===== config.mk =====
export PLATFORM = sky130hd
export DESIGN_NAME = tsmc_top
export DESIGN_NICKNAME = d
export VERILOG_FILES = /design/src/tsmc_top.v
export VERILOG_INCLUDE_DIRS = /design/src /design/src/src
export SDC_FILE = /design/constraint.sdc
export NUM_CORES = 1
export LEC_CHECK = 0
export BUFFER_PORTS_ARGS = -buffer_cell sky130_fd_sc_hd__buf_2
export CAP_MARGIN = 15
export CORE_ASPECT_RATIO = 1.75
export CORE_MARGIN = 1.5
export CORE_UTILIZATION = 50
export DETAILED_ROUTE_END_ITERATION = 12
export PLACE_DENSITY = 0.8
export SLEW_MARGIN = 30
export SYNTH_ARGS = -nofsm -noshare
export SYNTH_HDL_FRONTEND = slang
export SYNTH_SLANG_ARGS = --single-unit

===== constraint.sdc =====
create_clock -name CLK_IN -period 2.45 [get_ports CLK_IN]
set_clock_uncertainty 0.2 [all_clocks]
set_input_delay 0.49 -clock CLK_IN [delete_from_list [all_inputs] [get_ports CLK_IN]]
set_output_delay 0.49 -clock CLK_IN [all_outputs]
set_load 0.01 [all_outputs]

===== src/tsmc_defs.vh =====
// Constants of the touch-screen manual control block.
// Assumes an APB master, an external converter and an auto sequencer.
// Overview of operation
// - Bits 5:4 route X+ (00), Y+ (01), X- (10) or Y- (11) to the converter.
// - X-pin measurements land in the X result, Y-pin ones in the Y result.
// - Writing one to bit 6 while idle starts a touch measurement or sequence.
// - Without auto mode a trigger runs one measurement set by bits 3:0, 5:4.
// - With auto mode a trigger runs one chosen sequence with switches 3:0 held open; bits 5:4 still drive the route.
// - Bit 6 reads one while running and clears itself when done.
// - Bit 7 picks touch reference pin/ground (0) or the driven plates (1).
// - Reading the X high byte freezes X and Y for the following reads.
`ifndef TSMC_DEFS_VH
`define TSMC_DEFS_VH

// Register indices; byte address is four times the index
`define TSMC_IDX_CTRL 10'h06a
`define TSMC_IDX_XHI 10'h06b
`define TSMC_IDX_YHI 10'h06c
`define TSMC_IDX_LSB 10'h06d
`define TSMC_IDX_ZHI 10'h06e
`define TSMC_ADDR_LSB 2

// Control field positions
`define TSMC_SW_HI 3
`define TSMC_ROUTE_HI 5
`define TSMC_ROUTE_LO 4
`define TSMC_ROUTE_Y 4
`define TSMC_TRIG 6
`define TSMC_REF 7
`define TSMC_ROUTE_RST 2'h0

// Result byte split: high byte 9:2, low pair 1:0
`define TSMC_RES_HI 9
`define TSMC_RES_MID 2
`define TSMC_RES_LSB_HI 1

`define TSMC_CTRL_RST 8'h00
`define TSMC_RES_RST 10'h000
`define TSMC_SW_OFF 4'h0

// Result axis codes from the sequencer
`define TSMC_AXIS_X 2'h0
`define TSMC_AXIS_Y 2'h1
`define TSMC_AXIS_Z 2'h2

`endif


===== src/tsmc_top.v =====
// Touch-screen manual control register, APB slave and trigger sequencer.
// Assumes a converter with start/done handshake and an auto sequencer
// that reports results through the valid/axis/data inputs.
//
// Implementation choice: the APB slave port.
`timescale 1ns/1ps
`include "tsmc_defs.vh"

module tsmc_top (
  input wire CLK_IN,
  input wire RST_N_IN,
  input wire PSEL_IN,
  input wire PENABLE_IN,
  input wire PWRITE_IN,
  input wire [11:0] PADDR_IN,
  input wire [31:0] PWDATA_IN,
  output wire [31:0] PRDATA_OUT,
  output wire PREADY_OUT,
  output wire PSLVERR_OUT,
  input wire AUTO_SEQ_EN_IN,
  input wire PEN_DOWN_IN,
  input wire CONV_DONE_IN,
  input wire [9:0] CONV_DATA_IN,
  input wire SEQ_DONE_IN,
  input wire SEQ_RES_VALID_IN,
  input wire [1:0] SEQ_RES_AXIS_IN,
  input wire [9:0] SEQ_RES_DATA_IN,
  output wire [3:0] PLATE_SW_OUT,
  output wire [1:0] PIN_ROUTE_OUT,
  output wire REF_SELECT_OUT,
  output wire CONV_START_OUT,
  output wire SEQ_START_OUT,
  output wire BUSY_OUT
);

  localparam [3:0] ST_IDLE = 4'b0001;
  localparam [3:0] ST_MSTART = 4'b0010;
  localparam [3:0] ST_MWAIT = 4'b0100;
  localparam [3:0] ST_SWAIT = 4'b1000;

  reg [3:0] state_q;
  reg [3:0] state_d;
  reg [7:0] ctrl_q;
  reg [9:0] x_res_q;
  reg [9:0] y_res_q;
  reg [9:0] z_res_q;
  reg [9:0] x_snap_q;
  reg [9:0] y_snap_q;
  reg [31:0] prdata_q;
  reg pready_q;
  reg pslverr_q;
  reg [3:0] sw_q;
  reg [1:0] route_q;
  reg ref_q;
  reg conv_start_q;
  reg seq_start_q;
  reg busy_q;

  //////////////////////////////////////////////////////////////////////////
  // APB decode

  wire [9:0] word_idx;
  wire access;
  wire done;
  wire wr_done;
  wire hit_ctrl;
  wire hit_xhi;
  wire hit_yhi;
  wire hit_lsb;
  wire hit_zhi;
  wire mapped;
  wire trig_req;
  wire idle;
  reg [7:0] rd_val;
  reg pready_d;
  reg pslverr_d;
  reg [31:0] prdata_d;

  assign word_idx = PADDR_IN[11:`TSMC_ADDR_LSB];
  assign access = PSEL_IN & PENABLE_IN;
  // One wait state: pready rises in the second access cycle
  assign done = access & pready_q;
  assign wr_done = done & PWRITE_IN;
  assign hit_ctrl = (word_idx == `TSMC_IDX_CTRL);
  assign hit_xhi = (word_idx == `TSMC_IDX_XHI);
  assign hit_yhi = (word_idx == `TSMC_IDX_YHI);
  assign hit_lsb = (word_idx == `TSMC_IDX_LSB);
  assign hit_zhi = (word_idx == `TSMC_IDX_ZHI);
  assign mapped = hit_ctrl | hit_xhi | hit_yhi | hit_lsb | hit_zhi;
  assign idle = state_q[0];
  // Trigger only counts from idle, so a busy run cannot be restarted
  assign trig_req = wr_done & hit_ctrl & PWDATA_IN[`TSMC_TRIG] & idle;

  always @* begin
    rd_val = 8'h00;
    if (hit_ctrl) begin
      rd_val = {ctrl_q[`TSMC_REF], busy_q, ctrl_q[`TSMC_ROUTE_HI:0]};
    end else if (hit_xhi) begin
      // Live value: this read is the one that freezes the pair
      rd_val = x_res_q[`TSMC_RES_HI:`TSMC_RES_MID];
    end else if (hit_yhi) begin
      rd_val = y_snap_q[`TSMC_RES_HI:`TSMC_RES_MID];
    end else if (hit_lsb) begin
      // Live pen state beside the frozen pair and the last Z
      rd_val = {1'b0, PEN_DOWN_IN, z_res_q[`TSMC_RES_LSB_HI:0],
                y_snap_q[`TSMC_RES_LSB_HI:0],
                x_snap_q[`TSMC_RES_LSB_HI:0]};
    end else if (hit_zhi) begin
      rd_val = z_res_q[`TSMC_RES_HI:`TSMC_RES_MID];
    end
  end

  // Response is formed in the first access cycle and shown in the next;
  // the wait state keeps the read mux off the pready path
  always @* begin
    pready_d = 1'b0;
    pslverr_d = 1'b0;
    prdata_d = prdata_q;
    if (access & ~pready_q) begin
      pready_d = 1'b1;
      pslverr_d = ~mapped;
      prdata_d = {24'h00_0000, (PWRITE_IN ? 8'h00 : rd_val)};
    end
  end

  always @(posedge CLK_IN or negedge RST_N_IN) begin
    if (!RST_N_IN) begin
      pready_q <= 1'b0;
      pslverr_q <= 1'b0;
      prdata_q <= 32'h0000_0000;
    end else begin
      pready_q <= pready_d;
      pslverr_q <= pslverr_d;
      prdata_q <= prdata_d;
    end
  end

  //////////////////////////////////////////////////////////////////////////
  // Control register

  reg [7:0] ctrl_d;

  // Bit 6 is kept only for width; the trigger state lives in the sequencer,
  // so a trigger written while busy cannot restart a run in progress
  always @* begin
    ctrl_d = ctrl_q;
    if (wr_done & hit_ctrl) begin
      ctrl_d = PWDATA_IN[`TSMC_REF:0];
    end
  end

  always @(posedge CLK_IN or negedge RST_N_IN) begin
    if (!RST_N_IN) begin
      ctrl_q <= `TSMC_CTRL_RST;
    end else begin
      ctrl_q <= ctrl_d;
    end
  end

  //////////////////////////////////////////////////////////////////////////
  // Trigger sequencer

  always @* begin
    state_d = state_q;
    case (state_q)
      ST_IDLE: begin
        if (trig_req) begin
          state_d = AUTO_SEQ_EN_IN ? ST_SWAIT : ST_MSTART;
        end
      end
      ST_MSTART: begin
        state_d = ST_MWAIT;
      end
      ST_MWAIT: begin
        if (CONV_DONE_IN) begin
          state_d = ST_IDLE;
        end
      end
      ST_SWAIT: begin
        if (SEQ_DONE_IN) begin
          state_d = ST_IDLE;
        end
      end
      default: begin
        state_d = ST_IDLE;
      end
    endcase
  end

  always @(posedge CLK_IN or negedge RST_N_IN) begin
    if (!RST_N_IN) begin
      state_q <= ST_IDLE;
      busy_q <= 1'b0;
      conv_start_q <= 1'b0;
      seq_start_q <= 1'b0;
    end else begin
      state_q <= state_d;
      busy_q <= ~state_d[0];
      conv_start_q <= state_d[1];
      // Auto run: one sequence start, sequencer owns the switches
      seq_start_q <= idle & trig_req & AUTO_SEQ_EN_IN;
    end
  end

  //////////////////////////////////////////////////////////////////////////
  // Plate switches, routing and reference

  wire seq_run;
  wire [3:0] sw_d;

  assign seq_run = state_q[3] | state_d[3];

  // One gate per plate: a running sequence owns the plates, so every
  // manual switch is held open until it ends
  genvar sw_i;
  generate
    for (sw_i = 0; sw_i <= `TSMC_SW_HI; sw_i = sw_i + 1) begin : g_plate
      assign sw_d[sw_i] = ctrl_q[sw_i] & ~seq_run;
    end
  endgenerate

  always @(posedge CLK_IN or negedge RST_N_IN) begin
    if (!RST_N_IN) begin
      sw_q <= `TSMC_SW_OFF;
      route_q <= `TSMC_ROUTE_RST;
      ref_q <= 1'b0;
    end else begin
      sw_q <= sw_d;
      route_q <= ctrl_q[`TSMC_ROUTE_HI:`TSMC_ROUTE_LO];
      ref_q <= ctrl_q[`TSMC_REF];
    end
  end

  //////////////////////////////////////////////////////////////////////////
  // Results and coherent snapshot

  wire man_store;
  wire man_is_y;
  wire store_x;
  wire store_y;
  wire store_z;
  wire [9:0] store_data;
  wire snap_take;
  reg [9:0] x_res_d;
  reg [9:0] y_res_d;
  reg [9:0] z_res_d;
  reg [9:0] x_snap_d;
  reg [9:0] y_snap_d;

  assign man_store = state_q[2] & CONV_DONE_IN;
  // Odd route codes are Y pins, even codes X pins
  assign man_is_y = route_q[0];
  assign store_x = (man_store & ~man_is_y) |
    (SEQ_RES_VALID_IN & (SEQ_RES_AXIS_IN == `TSMC_AXIS_X));
  assign store_y = (man_store & man_is_y) |
    (SEQ_RES_VALID_IN & (SEQ_RES_AXIS_IN == `TSMC_AXIS_Y));
  assign store_z = SEQ_RES_VALID_IN & (SEQ_RES_AXIS_IN == `TSMC_AXIS_Z);

  assign store_data = man_store ? CONV_DATA_IN : SEQ_RES_DATA_IN;

  always @* begin
    x_res_d = x_res_q;
    y_res_d = y_res_q;
    z_res_d = z_res_q;
    if (store_x) begin
      x_res_d = store_data;
    end
    if (store_y) begin
      y_res_d = store_data;
    end
    if (store_z) begin
      z_res_d = SEQ_RES_DATA_IN;
    end
  end

  always @(posedge CLK_IN or negedge RST_N_IN) begin
    if (!RST_N_IN) begin
      x_res_q <= `TSMC_RES_RST;
      y_res_q <= `TSMC_RES_RST;
      z_res_q <= `TSMC_RES_RST;
    end else begin
      x_res_q <= x_res_d;
      y_res_q <= y_res_d;
      z_res_q <= z_res_d;
    end
  end

  // Snapshot taken when the X high read is sampled into prdata, so the
  // byte returned and the frozen pair come from the same instant
  assign snap_take = access & ~pready_q & ~PWRITE_IN & hit_xhi;

  always @* begin
    x_snap_d = x_snap_q;
    y_snap_d = y_snap_q;
    if (snap_take) begin
      x_snap_d = x_res_q;
      y_snap_d = y_res_q;
    end
  end

  always @(posedge CLK_IN or negedge RST_N_IN) begin
    if (!RST_N_IN) begin
      x_snap_q <= `TSMC_RES_RST;
      y_snap_q <= `TSMC_RES_RST;
    end else begin
      x_snap_q <= x_snap_d;
      y_snap_q <= y_snap_d;
    end
  end

  assign PRDATA_OUT = prdata_q;
  assign PREADY_OUT = pready_q;
  assign PSLVERR_OUT = pslverr_q;
  assign PLATE_SW_OUT = sw_q;
  assign PIN_ROUTE_OUT = route_q;
  assign REF_SELECT_OUT = ref_q;
  assign CONV_START_OUT = conv_start_q;
  assign SEQ_START_OUT = seq_start_q;
  assign BUSY_OUT = busy_q;

endmodule // tsmc_top


==> metrics.cfg <==
[synth]
ys_async_sr_fraction_pct = 100
synth_area_sq_mm = 0.00339
seq_area_frac_synth_pct = 53.2
synth_cells = 297
synth-seq-cells = 72
yosysUniqueCellTypes = 42
ys.flop_type = dfrtp_1
syn_area_per_cell_sq_um = 11.4
ys_warn_count = 0
synth_edf_count = 0

[critical_path]
r2r_slack_ns = 0.59
worst-setup-path-type = input port to flop
cp_data_required_time_ns = 2.46
cp-start-kind = input port
crit_start = PADDR_IN[11]
r2r_start = PREADY_OUT
crit_arrival_ns = 2.04
worstPathMaxFanout = 12
worstSetupEndpointType = flop
reg2reg_to = PRDATA_OUT[6]
worst-r2r-cell-count = 3

[flow_run]
cap_viol_max_count = 0

[min_path]
hp-class = input port to flop
hold_end = state_q[1]
hold_start = AUTO_SEQ_EN_IN
whs_path_depth = 2

[floorplan]
start_util_pct = 51.8
row_count = 39
die_w_microns = 65.2
fp.dieH_microns = 112
pin_count = 120
dieArea_sq_mm = 0.00730
core_sq_mm = 0.00654

[grt]
grt_use_total_pct = 21.1
grt_pass1_wl_mm = 11.6
grt_pass1_vias = 2472
antenna_found_initial = 0
grt_max_degree = 73
globalRoute.totalOverflow = 0

[timing]
fin_crit_ns = 2.03
hold_viol_final = 0
fin_crit_sh_pct = 82.8
fmax_mhz = 493
slew_violations = 0
setup_viol = 0
worst_pin_slew_ns = 0.669
slew_headroom_pct = 55.3
rsz0062_at_grt = false
tns_ns = 0

[routing]
drt_iter0_markers = 203
routedWlPerCell_microns = 15.6
drc = 0
drtPass1Iterations = 4
ant_nets = 0
drt_wl_total_mm = 7.17
vias_per_cell = 5.41
vias = 2485

[place]
buffer_ports.inserted = 69
dp_hpwl_mm = 5.19
dp_cells = 442
gp_congestion = 0.809

[clocking]
cts_buffers = 9
cts_htree_levels = 3
ctsResizeCount = 0
cts.sinks = 72
clk_pin_slew_worst_paths_ns = 0.05
cts_root_buf = clkbuf_16
max-clock-path-buffers = 2
worstSkewPairLatency_ns = 0.33
tritoncts = built

[pwr]
leakage_nw = 2.07
power.total_mw = 2.83
ir_drop_uv = 435
power-per-cell-area_mw_per_mm2 = 694

[finish]
insertedDiodeCount = 0
final_common_cell = dfrtp_1
final_cell_mix = dfrtp_1 (71), buf_2 (69), nor2_1 (33), mux2_2 (29), conb_1 (24)
drive_gt1_share_pct = 34.0
final_nets = 448
fillers = 519
area_growth_pct = 20.3
layout.cells.non_filler = 459

[outcome]
status = completed

==> cells by family after synthesis <==
logic type / synth area share [%]
buffers and inverters: 7.57
muxes: 15.0
and+or+nand+nor: 13.6
other: 0.111
DFF: 53.2
AOI/OAI and AO/OA: 10.6
==> Yosys cell counts, types with 2 or more instances <==
master	number	area share, %
dfrtp_1	71	52
nor2_1	33	3.7
mux2_2	29	9.6
buf_4	24	5.3
a21oi_1	21	3.1
mux2i_1	18	5.3
nand2_1	16	1.8
clkbuf_1	12	1.3
o31ai_1	10	2.2
a22oi_1	7	1.6
nand2b_1	7	1.3
o22a_1	7	1.8
and2_1	4	0.74
nand3b_1	4	0.89
nand3_1	3	0.44
inv_1	2	0.22
nor4_1	2	0.37
nor4_4	2	1.3
o21a_1	2	0.44
==> report_power, final <==
group	switching [mW]	total (mW)	internal (mW)	leakage (nW)
combinational	0.157	0.288	0.131	1.02
clock	0.439	1.21	0.769	0.137
sequential	0.0515	1.33	1.28	0.920
total	0.647	2.83	2.18	2.07
==> worst max path at each step <==
stage | end | depth (start not counted)
floorplan | x_snap_q[0] | 5
global placement | y_snap_q[4] | 6
detailed placement | y_snap_q[0] | 6
CTS | x_snap_q[0] | 6
global route | y_snap_q[4] | 6
finish | x_snap_q[0] | 6
==> registers in the layout, indices dropped and copies added (netlist names) <==
register and flops:
x_res_q 10, y_res_q 10, y_snap_q 10, z_res_q 10, PRDATA_OUT 8, ctrl_q 7
PLATE_SW_OUT 4, state_q 4, PIN_ROUTE_OUT 2, x_snap_q 2, BUSY_OUT 1, PREADY_OUT 1
PSLVERR_OUT 1, REF_SELECT_OUT 1, SEQ_START_OUT 1
==> critical path, stage by stage <==
cell	delay, ns
buf_2	0.09
or2_4	0.27
or3_4	0.39
nor4_4	0.27
buf_12	0.19
mux2_2	0.33
==> metrics by stage <==
stage | utilization [%] | hold slack [ns] | cell area (sq um) | setup WS, ns
floorplan | - | -0.00559 | 3470 | 0.214
global placement | 57.9 | 0.196 | 3780 | 0.0969
detailed placement | 57.9 | 0.190 | 3780 | 0.0845
CTS | 62.3 | 0.152 | 4080 | 0.420
global route | 62.3 | 0.162 | 4080 | 0.375
finish | 62.3 | 0.165 | 4080 | 0.422
==> timing repair <==
item	4_1_cts	5_1_grt
endpoints found under the hold margin	33	0
setup endpoints to repair	0	0
hold buffers	1	0
setup buffers	0	0
==> area by class of cell <==
class                      count  area (sq um)  area share (%)
sequential                    72          1800            44.2
clock buffer                  16           282            6.91
tap                           82           103            2.52
inverter                       3          11.3           0.276
multi-input combinational    206          1420            34.9
timing repair buffer          80           455            11.2
==> metal layers <==
layer	vias up	global-route usage (%)	wire, microns
li1	1166	-	-
met1	1206	23.0	2640
met2	97	37.5	3950
met3	16	4.55	368
met4	0	10.8	213
met5	-	0	0
Note: power is estimated with default switching activity, not from simulation.
